`src/hw/bst_pkg.sv`:
```
package bst_pkg;

  // ---------------------------------------------------------------------------
  // Register sizes and special cells
  // ---------------------------------------------------------------------------
  localparam int BST_IR_W = 3;
  localparam int BST_ID_W = 32;
  localparam int BST_BSR_W = 64;
  localparam int BST_OE_CELL = 47;
  localparam int BST_TLR_TMS_COUNT = 5;

  // ---------------------------------------------------------------------------
  // Instruction codes
  // ---------------------------------------------------------------------------
  localparam logic [2:0] BST_IR_EXTEST = 3'h0;
  localparam logic [2:0] BST_IR_IDCODE = 3'h1;
  localparam logic [2:0] BST_IR_SAMPLE_Z = 3'h2;
  localparam logic [2:0] BST_IR_SAMPLE = 3'h4;
  localparam logic [2:0] BST_IR_BYPASS = 3'h7;
  localparam logic [1:0] BST_IR_CAPTURE = 2'h1;

  // The identification value is arbitrary; bit 0 is kept at one.
  localparam logic [31:0] BST_IDCODE_DEFAULT = 32'h0A5C_0001;

  // Only the output enable cell is preset high.
  localparam logic [63:0] BST_BSR_RESET = 64'h0000_8000_0000_0000;

  // ---------------------------------------------------------------------------
  // Types
  // ---------------------------------------------------------------------------
  typedef enum logic [3:0] {
    BST_TLR = 4'h0, BST_RTI = 4'h1, BST_SEL_DR = 4'h3, BST_CAP_DR = 4'h2,
    BST_SHIFT_DR = 4'h6, BST_EX1_DR = 4'h7, BST_PAUSE_DR = 4'h5, BST_EX2_DR = 4'h4,
    BST_UPD_DR = 4'hC, BST_SEL_IR = 4'hD, BST_CAP_IR = 4'hF, BST_SHIFT_IR = 4'hE,
    BST_EX1_IR = 4'hA, BST_PAUSE_IR = 4'hB, BST_EX2_IR = 4'h9, BST_UPD_IR = 4'h8
  } bst_state_type;

  typedef enum logic [1:0] {
    BST_PATH_BYP = 2'h0, BST_PATH_ID = 2'h1, BST_PATH_BSR = 2'h3
  } bst_path_type;

  typedef struct packed {
    logic tck;
    logic tms;
    logic tdi;
  } bst_jtag_in_type;

  typedef struct packed {
    logic tdo;
    logic tdo_oe;
  } bst_jtag_out_type;

  typedef struct packed {
    logic drive_en;
    logic q_oe;
    logic [BST_BSR_W-1:0] value;
  } bst_mem_out_type;

  typedef struct packed {
    logic tck_s1;
    logic tck_s2;
    logic tck_d;
    logic tms_s1;
    logic tms_s2;
    logic tdi_s1;
    logic tdi_s2;
    logic [BST_BSR_W-1:0] cap_s1;
    logic [BST_BSR_W-1:0] cap_s2;
    bst_state_type st;
    logic [BST_IR_W-1:0] ir;
    logic [BST_IR_W-1:0] ir_sh;
    logic byp;
    logic [BST_ID_W-1:0] id_sh;
    logic [BST_BSR_W-1:0] bsr_sh;
    logic [BST_BSR_W-1:0] bsr_upd;
    logic tdo;
    logic tdo_oe;
    logic q_oe;
    logic drive;
    logic [2:0] ones;
  } bst_tap_state_type;

  localparam bst_tap_state_type BST_TAP_RESET = '{
    tms_s1: 1'b1, tms_s2: 1'b1, tdi_s1: 1'b1, tdi_s2: 1'b1, st: BST_TLR,
    ir: BST_IR_IDCODE, bsr_upd: BST_BSR_RESET, q_oe: 1'b1, default: '0};

endpackage : bst_pkg

```
`src/hw/bst_tap.sv`:
```
`timescale 1ns/1ns
// Function
// - Sample on test clock rise, drive on fall
// - Mode select steers controller; idle reads high
// - Data in enters selected register MSB
// - Data out is LSB, falls, shift-only
// - Five high mode selects force reset state
// - Power-up reset floats data out
// - Exactly one register chosen by instruction
// - Three-bit instruction, identify at reset
// - Capture-IR loads low bits with 01
// - One-bit bypass cleared at capture
// - Boundary chain captures pins, shifts them
// - Identify loads fixed 32-bit code
// - New instruction acts after Update-IR
// - Identify selects identification register path
// - Float instruction selects chain, floats outputs
// - Cell 47 gates outputs under external test
// - External test drives preloaded values out
module bst_tap
  import bst_pkg::*;
#(
  parameter logic [31:0] IDCODE_VALUE = BST_IDCODE_DEFAULT
) (
  // Clock and reset
  input wire logic clk,
  input wire logic nrst,
  // Scan pins
  input bst_jtag_in_type jtag_in,
  output bst_jtag_out_type jtag_out,
  // Memory pin ring
  input wire logic [BST_BSR_W-1:0] pins_in,
  output bst_mem_out_type mem_out
);

  // ---------------------------------------------------------------------------
  // Functions
  // ---------------------------------------------------------------------------
  function automatic bst_path_type bst_path(input logic [BST_IR_W-1:0] code);
    bst_path_type p;
    p = BST_PATH_BYP;
    if (code == BST_IR_EXTEST || code == BST_IR_SAMPLE || code == BST_IR_SAMPLE_Z) begin
      p = BST_PATH_BSR;
    end else if (code == BST_IR_IDCODE) begin
      p = BST_PATH_ID;
    end
    return p;
  endfunction : bst_path

  function automatic bst_state_type bst_next(input bst_state_type st, input logic tms);
    bst_state_type n;
    n = st;
    unique case (st)
      BST_TLR: n = tms ? BST_TLR : BST_RTI;
      BST_RTI: n = tms ? BST_SEL_DR : BST_RTI;
      BST_SEL_DR: n = tms ? BST_SEL_IR : BST_CAP_DR;
      BST_CAP_DR: n = tms ? BST_EX1_DR : BST_SHIFT_DR;
      BST_SHIFT_DR: n = tms ? BST_EX1_DR : BST_SHIFT_DR;
      BST_EX1_DR: n = tms ? BST_UPD_DR : BST_PAUSE_DR;
      BST_PAUSE_DR: n = tms ? BST_EX2_DR : BST_PAUSE_DR;
      BST_EX2_DR: n = tms ? BST_UPD_DR : BST_SHIFT_DR;
      BST_UPD_DR: n = tms ? BST_SEL_DR : BST_RTI;
      BST_SEL_IR: n = tms ? BST_TLR : BST_CAP_IR;
      BST_CAP_IR: n = tms ? BST_EX1_IR : BST_SHIFT_IR;
      BST_SHIFT_IR: n = tms ? BST_EX1_IR : BST_SHIFT_IR;
      BST_EX1_IR: n = tms ? BST_UPD_IR : BST_PAUSE_IR;
      BST_PAUSE_IR: n = tms ? BST_EX2_IR : BST_PAUSE_IR;
      BST_EX2_IR: n = tms ? BST_UPD_IR : BST_SHIFT_IR;
      BST_UPD_IR: n = tms ? BST_SEL_DR : BST_RTI;
    endcase
    return n;
  endfunction : bst_next

  // ---------------------------------------------------------------------------
  // State
  // ---------------------------------------------------------------------------
  bst_tap_state_type s_r;
  bst_tap_state_type s_nxt;
  logic rise;
  logic fall;
  bst_path_type path;
  bst_state_type st_nxt;

  assign rise = s_r.tck_s2 & ~s_r.tck_d;
  assign fall = ~s_r.tck_s2 & s_r.tck_d;
  assign path = bst_path(s_r.ir);
  assign st_nxt = bst_next(s_r.st, s_r.tms_s2);

  // ---------------------------------------------------------------------------
  // Next-state logic
  // ---------------------------------------------------------------------------
  always_comb begin
    s_nxt = s_r;
    // The pull-up on the mode select pin is modelled by the high reset value.
    s_nxt.tck_s1 = jtag_in.tck;
    s_nxt.tck_s2 = s_r.tck_s1;
    s_nxt.tck_d = s_r.tck_s2;
    s_nxt.tms_s1 = jtag_in.tms;
    s_nxt.tms_s2 = s_r.tms_s1;
    s_nxt.tdi_s1 = jtag_in.tdi;
    s_nxt.tdi_s2 = s_r.tdi_s1;
    s_nxt.cap_s1 = pins_in;
    s_nxt.cap_s2 = s_r.cap_s1;

    if (rise) begin
      s_nxt.st = st_nxt;
      if (s_r.tms_s2) begin
        s_nxt.ones = (s_r.ones == 3'h7) ? 3'h7 : 3'(s_r.ones + 3'h1);
      end else begin
        s_nxt.ones = 3'h0;
      end

      if (s_r.st == BST_CAP_IR) begin
        s_nxt.ir_sh = {1'b0, BST_IR_CAPTURE};
      end
      if (s_r.st == BST_SHIFT_IR) begin
        s_nxt.ir_sh = {s_r.tdi_s2, s_r.ir_sh[BST_IR_W-1:1]};
      end
      if (s_r.st == BST_UPD_IR) begin
        s_nxt.ir = s_r.ir_sh;
      end

      if (s_r.st == BST_CAP_DR) begin
        unique case (path)
          BST_PATH_BYP: s_nxt.byp = 1'b0;
          BST_PATH_ID: s_nxt.id_sh = IDCODE_VALUE;
          BST_PATH_BSR: s_nxt.bsr_sh = s_r.cap_s2;
        endcase
      end
      if (s_r.st == BST_SHIFT_DR) begin
        unique case (path)
          BST_PATH_BYP: s_nxt.byp = s_r.tdi_s2;
          BST_PATH_ID: s_nxt.id_sh = {s_r.tdi_s2, s_r.id_sh[BST_ID_W-1:1]};
          BST_PATH_BSR: s_nxt.bsr_sh = {s_r.tdi_s2, s_r.bsr_sh[BST_BSR_W-1:1]};
        endcase
      end
      if (s_r.st == BST_UPD_DR && path == BST_PATH_BSR) begin
        s_nxt.bsr_upd = s_r.bsr_sh;
      end

      // Entering the reset state restores the instruction and the output cell.
      if (st_nxt == BST_TLR) begin
        s_nxt.ir = BST_IR_IDCODE;
        s_nxt.bsr_upd[BST_OE_CELL] = 1'b1;
      end
    end

    if (fall) begin
      if (s_r.st == BST_SHIFT_IR) begin
        s_nxt.tdo = s_r.ir_sh[0];
      end else begin
        unique case (path)
          BST_PATH_BYP: s_nxt.tdo = s_r.byp;
          BST_PATH_ID: s_nxt.tdo = s_r.id_sh[0];
          BST_PATH_BSR: s_nxt.tdo = s_r.bsr_sh[0];
        endcase
      end
      s_nxt.tdo_oe = (s_r.st == BST_SHIFT_IR) || (s_r.st == BST_SHIFT_DR);
    end

    // The memory function keeps running; only the output path is steered here.
    s_nxt.drive = (s_r.ir == BST_IR_EXTEST);
    if (s_r.ir == BST_IR_SAMPLE_Z) begin
      s_nxt.q_oe = 1'b0;
    end else if (s_r.ir == BST_IR_EXTEST) begin
      s_nxt.q_oe = s_r.bsr_upd[BST_OE_CELL];
    end else begin
      s_nxt.q_oe = 1'b1;
    end
  end

  // ---------------------------------------------------------------------------
  // Registers
  // ---------------------------------------------------------------------------
  always_ff @(posedge clk or negedge nrst) begin
    if (!nrst) begin
      s_r <= BST_TAP_RESET;
    end else begin
      s_r <= s_nxt;
    end
  end

  // ---------------------------------------------------------------------------
  // Outputs
  // ---------------------------------------------------------------------------
  assign jtag_out.tdo = s_r.tdo;
  assign jtag_out.tdo_oe = s_r.tdo_oe;
  assign mem_out.drive_en = s_r.drive;
  assign mem_out.q_oe = s_r.q_oe;
  assign mem_out.value = s_r.bsr_upd;
endmodule : bst_tap

```
`config.mk`:
```
export PLATFORM = sky130hd
export DESIGN_NAME = bst_tap
export DESIGN_NICKNAME = d
export VERILOG_FILES = /design/src/hw/bst_pkg.sv /design/src/hw/bst_tap.sv
export SDC_FILE = /design/constraint.sdc
export NUM_CORES = 1
export LEC_CHECK = 0
export ABC_AREA = 1
export BUFFER_PORTS_ARGS = -buffer_cell sky130_fd_sc_hd__buf_2
export CORE_MARGIN = 4
export CORE_UTILIZATION = 45
export CTS_CLUSTER_SIZE = 8
export DETAILED_ROUTE_END_ITERATION = 8
export HOLD_SLACK_MARGIN = 0.1
export SLEW_MARGIN = 20
export SYNTH_ARGS = -nofsm -noshare
export SYNTH_HDL_FRONTEND = slang
export SYNTH_SLANG_ARGS = --single-unit
```
`constraint.sdc`:
```
create_clock -name clk -period 2.4 [get_ports clk]
set_input_delay 0.36 -clock clk [delete_from_list [all_inputs] [get_ports clk]]
set_output_delay 0.36 -clock clk [all_outputs]
set_load 0.01 [all_outputs]
```
; Yosys cells after proc, flatten, opt, wreduce, memory -nomap -nowiden
; Cells that the tools add are included.
[classes]
n_bitwise = 4
eq_ne = 20
muxes = 33
n_reduce_logical = 18
[ops]
columns = cell, n
row1 = $mux W97, 2
row2 = $mux W64, 2
row3 = $mux W32, 2
row4 = $mux W48, 1
row5 = $pmux W4 S12, 1
row6 = $eq A4 B4 Y1 const B, 8
row7 = $mux W3, 6
row8 = $eq A4 B3 Y1 const B, 4
row9 = $mux W4, 4
row10 = $mux W1, 10
row11 = $eq A4 B2 Y1 const B, 2
row12 = $logic_not A4 Y1, 2
row13 = $mux W2, 4
row14 = $reduce_and A2 Y1, 4
row15 = $reduce_bool A2 Y1, 3
row16 = $eq A4 B1 Y1 const B, 1
row17 = $reduce_or A2 Y1, 2
row18 = $eq A3 B1 Y1 const B, 1
row19 = $eq A3 B2 Y1 const B, 1
row20 = $eq A3 B3 Y1 const B, 1
row21 = $logic_not A3 Y1, 1
row22 = $logic_or A1 B1 Y1, 3
row23 = $pmux W1 S3, 1
row24 = $reduce_or A3 Y1, 1
row25 = 6 further kinds, 8
[totals]
out_inout_bits = 68
word_cells = 96
input_bits = 69
regBits = 310

; Depth between registers and ports, before layout
; Gate-level depths: netlist of the first run.
[depth]
ltp_word = 9
depth_mapped = 11
ltp_nobuf = 10

; Least setup slack after synthesis of the first run
; OpenSTA, ideal clock, no wires.
[synth_timing]
path_kind = register to register
startpoint = reg s_r[171] (netlist bit)
endpoint = reg (tool-made name)
slack_ns = 0.821
path_stages_with_launch = 8
t_required_ns = 2.267
synth_period_minus_slack_ns = 1.579
setup_ns = 0.133
path_buffers = 0
t_arrival_ns = 1.446
cell_sequence = dfstp_2 > inv_1 > nor3_1 > nand2_4 > clkinv_4 > nand2_4 > inv_1 > a22oi_1
[synth_rtl]
columns = element, line
row1 = start: declaration, bst_tap.sv:77  ; bst_tap_state_type s_r;
row2 = start signal: assignment, bst_tap.sv:179  ; s_r <= s_nxt;

; Worst setup path after layout of the first run
[layout_timing]
startpoint = reg s_r[174] (netlist bit)
endpoint = reg s_r[127] (netlist bit)
[layout_via]
elab_chain_cells = 4
word_cells_on_any_way = 5
cone_classes = eq/ne: 2 / mux: 3
[layout_rtl]
columns = element, line
row1 = $eq A4 B2 Y1, bst_tap.sv:123  ; if (s_r.st == BST_CAP_DR) begin
row2 = $mux W97, bst_tap.sv:123
row3 = $mux W64, bst_tap.sv:131  ; unique case (path)
row4 = $mux W97 *, bst_tap.sv:130  ; if (s_r.st == BST_SHIFT_DR) begin
; Every way passes the cells marked *; elsewhere a longest branch is shown, timed or not.
; A chain may end at the register's enable or synchronous reset.

==> flow_summary.yaml, run 1 <==
final_layout:
  fin_area_um2: 13640
  fin_util: 0.5608
  ff_latch_area_um2: 7766
  n_antenna_cell: 0
  drive_above_1_share: 0.2054
  final_nets: 1156
  multi_input_comb_area_um2: 2228
  nFillCells: 2052
  synthToLayoutAreaGrowth_pct: 22.54
power:
  p_sw_frac: 0.2687
  seqPwrFrac: 0.463
  combPwrFrac: 0.154
  pwr-share-clk: 0.384
  leakage_uw: 0.006610
  p_switching_uw: 3855
  power.internal_uw: 10490
  irDropWorstVdd_uv: 514.3
  p_per_area_nw_per_um2: 1052
worst_setup_path:
  r2r-start: "s_r[174]"
  crit_path_top_delay_cell: "dfrtp_1"
  critical_path_buf_inv_count: 1
  crit_family: "simple AND/OR/NAND/NOR gates"
  reg2reg_to: "s_r[127]"
  max_stage_delay_ns: 0.48
  rrSetupSlack_ns: 0.49
  cp_max_fo: 47
  cp-end-kind: "flip-flop"
  critical_path_class: "reg2reg"
  startpoint_type: "flip-flop"
  rr_worst_depth: 6
  path_cells: "nor2_4 > nand2_2 > nor2_4 > nand2_2 > buf_12 > a22oi_1"
  crit_arrival_ns: 2.33
  cp.required_ns: 2.81
grt:
  grt_max_degree: 74
  track_usage: 0.1648
  grt_pass1_vias: 6942
  grt_pass1_wl_um: 36140
  grt_remaining_overflow: 0
  antenna_found_initial: 0
place:
  dp_hpwl_um: 13480
  port_buffers: 136
  gp_congestion: 0.8231
  dpl-instance-area_um2: 11710
synth:
  ys_seq_elements: 310
  netlist-cell-type-count: 31
  ys_warn_count: 0
  ys_seq_area_frac: 0.6977
  synth_top_area_frac: 0.6812
  yosys.area.top_type: "dfrtp_1"
  syn_nets: 1002
  synth_area_per_cell_um2: 11.93
  synthCells: 933
  yosys-top-cells-area: "dfrtp_1 (68%), a22oi_1 (4.7%), buf_4 (4.7%)"
  synth_area_um2: 11130
detailed_routing:
  top_layer_used: "met4"
  wl_met1_um: 10180
  wire_per_inst_um: 15.27
  via_count: 6932
  wl_um: 21980
  drt_iter0_markers: 496
  via_per_inst: 4.817
  drc: 0
  dr_wl_met2_um: 10240
  ant_nets: 0
  drt-pass1-iter-count: 5
  wl_met3_um: 1155
floorplan:
  die_h_um: 165.3
  core_area_um2: 24320
  start_util: 0.4577
  die_area_um2: 27320
  die_w_um: 165.3
  ios: 137
  rows: 57
clocking:
  clock_latency_ns: 0.51
  root_buffer: "clkbuf_16"
  clock_sinks: 310
  cts_tree: "built"
  h-tree-depth: 2
  clk_path_buf_depth: 3
  cts.clk_slew.worst_paths_ns: 0.05
  postCtsResizedCells: 0
  numCtsBuffers: 44
timing:
  worstMarginPinSlew_ns: 0.6412
  max_slew_margin: 0.5726
  finalMaxSlewViolations: 0
  setup_viol: 0
  setup-tns-final_ns: 0
  fmax_ghz: 0.5231
  finalCritPeriodShare: 0.7965
  timing.hold.ws_ns: 0.3188
  fin_crit_ns: 1.912
  fin_skew_ns: 0.009875
  rsz0062_at_grt: "no"
  hold_violations: 0
min_path:
  worst_hold_path_type: "in2async"
status:
  status: "finished clean"
job:
  cap_violations: 0
[logic make-up (layout without fill, tap and decap cells)]
logic type | count (synthesis) | count (layout) | share of synthesized area
flops | 310 | 310 | 0.6977
mux | 1 | 1 | 0.0008993
simple gates | 149 | 149 | 0.05575
buf+inv | 227 | 409 | 0.1036
compound gates | 246 | 246 | 0.1420
[what timing repair did]
item	CTS	global route
buffers inserted	0	0
endpoints found under the hold margin	205	0
hold buffers	68	0
[cell usage in the layout (no fill, tap or decap)]
master | netlist | routed
buf_8 | 0 | 1
dfrtp_1 | 303 | 303
o21ai_1 | 6 | 6
inv_1 | 110 | 110
o21ai_0 | 70 | 70
nor2_4 | 2 | 3
nand2_1 | 103 | 103
o22ai_2 | 7 | 7
nand2_2 | 3 | 3
clkinv_4 | 1 | 1
a21oi_2 | 1 | 1
nor2_2 | 2 | 1
nand3_1 | 10 | 9
buf_4 | 69 | 12
a21oi_1 | 4 | 4
nand4_1 | 1 | 1
nand2_4 | 2 | 2
mux2i_1 | 1 | 1
o211ai_1 | 1 | 1
buf_12 | 0 | 5
dfstp_2 | 7 | 7
clkbuf_16 | 0 | 45
o21bai_1 | 1 | 1
nor2_1 | 23 | 23
inv_2 | 3 | 3
a22oi_1 | 70 | 70
inv_6 | 0 | 2
clkbuf_1 | 24 | 27
buf_2 | 18 | 135
dlygate4sd3_1 | 0 | 68
a31oi_1 | 1 | 1
nor3_1 | 3 | 3
a211o_1 | 1 | 1
o22ai_1 | 82 | 82
o31ai_1 | 2 | 2
nand3_4 | 0 | 1
[power groups by stage]
stage / Clock [µW] / Combinational [µW] / Sequential (µW)
after floorplan: 0 / 1650 / 6540
after global routing: 5920 / 2540 / 6750
final: 5500 / 2200 / 6640
after detailed placement: 0 / 2140 / 6720
after global placement: 0 / 2100 / 6690
after CTS: 5670 / 2230 / 6640
[routing by layer]
layer | global-route usage | vias to the layer above
met3 | 0.03227 | 37
met4 | 0.04764 | 0
li1 | - | 3364
met1 | 0.2398 | 3351
met2 | 0.2543 | 180
met5 | 0 | -
[layout make-up]
| type | count | area share |
|---|---|---|
| well taps | 324 | 0.02972 |
| multi-input cells | 396 | 0.1634 |
| repair buffers | 221 | 0.1145 |
| clock buffers | 72 | 0.08999 |
| clock inverters | 2 | 0.001284 |
| flip-flops and latches | 310 | 0.5694 |
| inverters | 114 | 0.03174 |
[cells in the mapped netlist (all sizes together)]
| cell type | count |
|---|---|
| a21oi | 5 |
| inv | 113 |
| clkinv | 1 |
| nand2 | 108 |
| o211ai | 1 |
| nor3 | 3 |
| o21bai | 1 |
| nor2 | 27 |
| a31oi | 1 |
| buf | 89 |
| mux2i | 1 |
| clkbuf | 24 |
| o22ai | 89 |
| a22oi | 70 |
| nand4 | 1 |
| nand3 | 10 |
| o31ai | 2 |
| a211o | 1 |
| o21ai | 76 |
| dfrtp | 303 |
| dfstp | 7 |
[worst reg2reg max path: cells and delay by family, from the launching register on]
family / cells / cell delay, ns
buffers and inverters: 1 / 0.30
AO/OA/AOI/OAI: 1 / 0.26
AND/OR/NAND/NOR: 4 / 0.76
flip-flops: 1 / 0.48
[worst max path at each step]
stage	from	end	slack, ns	cells past startpoint
floorplan	s_r[171]	flip-flop	0.82	7
global placement	s_r[174]	s_r[125]	0.58	6
detailed placement	s_r[174]	s_r[117]	0.51	6
CTS	s_r[174]	s_r[115]	0.49	6
global route	s_r[310]	s_r[171]	0.31	5
finish	s_r[174]	s_r[127]	0.49	6
[through the flow]
step	setup WS [ns]	total power [µW]	std cells
3_3_place_gp	0.5827	8794	1297
4_1_cts	0.4942	14540	1439
6_report	0.4884	14350	1439
2_1_floorplan	0.8208	8189	933
5_1_grt	0.3148	15210	1439
3_5_place_dp	0.5075	8858	1297
No activity file was read; power rests on OpenSTA's default activity.
==> inputs of run 2 (changes only) <==
--- a/config.mk
+++ b/config.mk
@@ -12,6 +12,7 @@
 export CTS_CLUSTER_SIZE = 8
 export DETAILED_ROUTE_END_ITERATION = 8
 export HOLD_SLACK_MARGIN = 0.1
+export PLACE_DENSITY = 0.67
 export SLEW_MARGIN = 20
 export SYNTH_ARGS = -nofsm -noshare
 export SYNTH_HDL_FRONTEND = slang
==> constraint.sdc (replaced) <==
create_clock -name clk -period 1.75 [get_ports clk]
set_input_delay 0.2625 -clock clk [delete_from_list [all_inputs] [get_ports clk]]
set_output_delay 0.2625 -clock clk [all_outputs]
set_load 0.01 [all_outputs]
==> flow_summary.yaml, run 2 (same netlist as run 1, synthesis figures left out) <==
grt:
  grt_pass1_wl_um: 37630
  grt_max_degree: 109
  grt_remaining_overflow: 0
  track_usage: 0.1719
  antenna_found_initial: 1
  grt_pass1_vias: 7472
timing:
  fmax_ghz: 0.6098
  finalCritPeriodShare: 0.9371
  finalMaxSlewViolations: 0
  fin_skew_ns: 0.01318
  max_slew_margin: 0.6840
  timing.hold.ws_ns: 0.2475
  setup_viol: 0
  hold_violations: 0
  setup-tns-final_ns: 0
  worstMarginPinSlew_ns: 0.4739
  fin_crit_ns: 1.640
detailed_routing:
  via_per_inst: 4.976
  drt_iter0_markers: 512
  wl_um: 22860
  drt-pass1-iter-count: 5
  wire_per_inst_um: 15.94
  ant_nets: 0
  drc: 0
  via_count: 7136
place:
  gp_congestion: 0.9837
  dp_hpwl_um: 13830
  dp_cells: 1303
  port_buffers: 136
worst_setup_path:
  startpoint_type: "flip-flop"
  crit_family: "flip-flops"
  max_stage_delay_ns: 0.43
  crit_arrival_ns: 2.01
  path_cells: "inv_2 > nand2_1 > nor2_2 > nand2_2 > buf_12 > o22ai_1 > a22oi_1"
  critical_path_buf_inv_count: 2
  cp_max_fo: 64
  crit_path_top_delay_cell: "dfrtp_1"
  cp-end-kind: "flip-flop"
  critical_path_class: "reg2reg"
  cp.required_ns: 2.12
final_layout:
  fin_util: 0.5633
  layout_common_cells: "dfrtp_1 (300), buf_2 (135), inv_1 (109), nand2_1 (102), o22ai_1 (82)"
  nFillCells: 1993
  fin_cells: 1434
  final_common_cell: "dfrtp_1"
  synthToLayoutAreaGrowth_pct: 23.07
  drive_above_1_share: 0.2193
  final_nets: 1163
clocking:
  numCtsBuffers: 44
  clock_sinks: 310
  h-tree-depth: 2
  clock_latency_ns: 0.51
  clk_path_buf_depth: 3
  root_buffer: "clkbuf_16"
  cts.clk_slew.worst_paths_ns: 0.05
  cts_tree: "built"
power:
  pwr-share-clk: 0.375
  irDropWorstVdd_uv: 755.0
  p_switching_uw: 5288
  power.internal_uw: 14370
  leakage_uw: 0.006647
  combPwrFrac: 0.160
  seqPwrFrac: 0.465
  p_sw_frac: 0.2690
  p_per_area_nw_per_um2: 1435
floorplan:
  start_util: 0.4577
  die_w_um: 165.3
  die_area_um2: 27320
  core_area_um2: 24320
  die_h_um: 165.3
  ios: 137
  rows: 57
status:
  status: "finished clean"
job:
  cap_violations: 0
min_path:
  worst_hold_path_type: "in2async"
run 2: cell count changes in the layout (fill, tap and decap cells not counted), sizes merged:
cell and delta:
buf +7, diode +2, clkbuf -12, inv -2
run 2: routing by layer:
layer	share of wire	track usage
met5	0	0
met4	0.029	0.06389
met3	0.060	0.03822
met2	0.47	0.2686
met1	0.44	0.2379
run 2: power groups by stage:
stage | registers (µW) | logic [µW] | clock network (µW)
finish | 9130 | 3150 | 7370
global route | 9280 | 3610 | 7910
CTS | 9100 | 3140 | 7570
detailed placement | 9200 | 2990 | 0
global placement | 9170 | 2920 | 0
floorplan | 8970 | 2270 | 0
run 2: cell type report:
type                       instances  area [µm²]  area share
clock buffer                      60        1192     0.08705
inverter                         114       432.9     0.03160
multi-input combinational        396        2241      0.1636
timing repair buffer             228        1652      0.1206
sequential                       310        7770      0.5672
antenna                            2       5.005   0.0003654
tap                              324       405.4     0.02959
run 2: final timing paths:
path	from	end	slack [ns]	cells after the start
max	s_r[177]	s_r[98]	0.11	7
min	nrst	mem_out[28]	0.25	2
max reg2reg	s_r[177]	s_r[98]	0.11	7
min reg2reg	s_nxt[238]	s_r[238]	0.34	0
max in group asynchronous	nrst	mem_out[56]	0.84	3
min in group clk	s_nxt[238]	s_r[238]	0.34	0
run 2: timing repair:
action | CTS | global route
endpoints found under the setup margin | 0 | 64
hold buffers | 68 | 0
hold endpoints to repair | 370 | 0
buffers inserted | 0 | 1
gates resized for setup | 0 | 9
run 2: metrics by stage:
| step | worst slack [ns] | power (µW) | cell area, µm² |
|---|---|---|---|
| final | 0.1101 | 19660 | 13700 |
| after global routing | -0.0006370 | 20800 | 13700 |
| after CTS | 0.06239 | 19800 | 13660 |
| after detailed placement | 0.09836 | 12190 | 11790 |
| after global placement | 0.1382 | 12090 | 11790 |
| after floorplan | 0.1708 | 11230 | 11130 |
==> inputs of run 3 (changes only) <==
--- a/config.mk
+++ b/config.mk
@@ -12,7 +12,6 @@
 export CTS_CLUSTER_SIZE = 8
 export DETAILED_ROUTE_END_ITERATION = 8
 export HOLD_SLACK_MARGIN = 0.1
-export PLACE_DENSITY = 0.67
 export SLEW_MARGIN = 20
 export SYNTH_ARGS = -nofsm -noshare
 export SYNTH_HDL_FRONTEND = slang
==> constraint.sdc (replaced) <==
create_clock -name clk -period 1.9 [get_ports clk]
set_input_delay 0.285 -clock clk [delete_from_list [all_inputs] [get_ports clk]]
set_output_delay 0.285 -clock clk [all_outputs]
set_load 0.01 [all_outputs]
==> flow_summary.yaml, run 3 (same netlist as run 1, synthesis figures left out) <==
clocking:
  cts.clk_slew.worst_paths_ns: 0.05
  root_buffer: "clkbuf_16"
  clock_sinks: 310
  cts_tree: "built"
  clk_path_buf_depth: 3
  clock_latency_ns: 0.53
  numCtsBuffers: 44
  h-tree-depth: 2
  post_cts_buffers: 0
status:
  status: "finished clean"
worst_setup_path:
  cp_max_fo: 84
  cp.required_ns: 2.31
  cp-end-kind: "flip-flop"
  crit_arrival_ns: 2.17
  critical_path_class: "reg2reg"
  startpoint_type: "flip-flop"
detailed_routing:
  drt_iter0_markers: 385
  wire_per_inst_um: 15.31
  drt-pass1-iter-count: 4
  via_count: 7016
  via_per_inst: 4.859
  wl_um: 22110
  ant_nets: 0
  drc: 0
timing:
  fin_crit_ns: 1.754
  finalCritPeriodShare: 0.9234
  max_slew_margin: 0.6094
  fmax_ghz: 0.5700
  setup_viol: 0
  fin_skew_ns: 0.02102
  setup_ws_ns: 0.1456
  hold_violations: 0
  setup-tns-final_ns: 0
  worstMarginPinSlew_ns: 0.5859
  rsz0062_at_grt: "no"
  finalMaxSlewViolations: 0
grt:
  grt_max_degree: 85
  grt_pass1_vias: 7097
  grt_remaining_overflow: 0
  grt_pass1_wl_um: 36010
  antenna_found_initial: 0
  track_usage: 0.1653
power:
  p_per_area_nw_per_um2: 1333
  power.internal_uw: 13400
  combPwrFrac: 0.154
  finalPower_uw: 18310
  irDropWorstVdd_uv: 722.6
  p_switching_uw: 4906
  leakage_uw: 0.006660
  pwr-share-clk: 0.389
  seqPwrFrac: 0.458
  p_sw_frac: 0.2679
floorplan:
  ios: 137
  rows: 57
  die_area_um2: 27320
  die_w_um: 165.3
  core_area_um2: 24320
  start_util: 0.4577
  die_h_um: 165.3
place:
  dpl-instance-area_um2: 11770
  gp_congestion: 0.7641
  dp_cells: 1301
  place_ws_ns: 0.07429
  dp_hpwl_um: 13330
  port_buffers: 136
final_layout:
  final_nets: 1160
  nFillCells: 2036
  ff_latch_area_um2: 7766
  synthToLayoutAreaGrowth_pct: 23.44
  n_antenna_cell: 0
  multi_input_comb_area_um2: 2236
  final_common_cell: "dfrtp_1"
  fin_cells: 1444
  fin_area_um2: 13740
  drive_above_1_share: 0.2089
  layout_common_cells: "dfrtp_1 (303), buf_2 (135), inv_1 (110), nand2_1 (103), o22ai_1 (82)"
min_path:
  worst_hold_path_type: "in2async"
job:
  cap_violations: 0
==> run 3: timing repair <==
action	4_1_cts	5_1_grt
gates resized for setup	0	1
hold buffers	68	0
setup endpoints to repair	0	35
endpoints found under the hold margin	297	0
==> run 3: metal layers <==
metal	track usage	wire length, µm	vias up
met2	0.2615	10380	160
met4	0.04726	367	0
met5	0	0	-
li1	-	-	3374
met1	0.2331	10240	3445
met3	0.03500	1117	37
==> run 3: worst max-delay path, stage by stage, from the launching register on <==
cell and delay [ns]:
dfrtp_1 0.44, a21oi_4 0.30, nand4_1 0.31, buf_12 0.29, o21ai_0 0.26
==> run 3: final timing paths <==
check | start | to | slack, ns | cells past startpoint
worst max-delay path | s_r[173] | mem_out[40] | 0.15 | 4
worst min-delay path | nrst | mem_out[31] | 0.25 | 2
worst max register to register | s_r[173] | mem_out[40] | 0.15 | 4
worst min register to register | s_nxt[202] | s_r[202] | 0.34 | 0
max in group asynchronous | nrst | s_r[306] | 0.93 | 3
min in group clk | s_nxt[202] | s_r[202] | 0.34 | 0
==> run 3: layout make-up <==
class	count	share of cell area
clock inverters	1	0.001184
well taps	324	0.02951
flip-flops and latches	310	0.5653
inverters	114	0.03151
repair buffers	225	0.1177
clock buffers	74	0.09216
multi-input cells	396	0.1627
==> run 3: stage by stage <==
stage	hold slack, ns	utilization
2_1_floorplan	-0.01059	-
3_3_place_gp	0.2207	0.4839
3_5_place_dp	0.2186	0.4839
4_1_cts	0.2616	0.5646
5_1_grt	0.2654	0.5650
6_report	0.2452	0.5650
==> run 3: power by group through the flow <==
stage          Sequential, µW  Combinational [µW]  Clock [µW]
5_1_grt                  8510                3220        7640
3_3_place_gp             8450                2670           0
3_5_place_dp             8470                2720           0
6_report                 8380                2810        7110
4_1_cts                  8370                2850        7290
2_1_floorplan            8260                2090           0
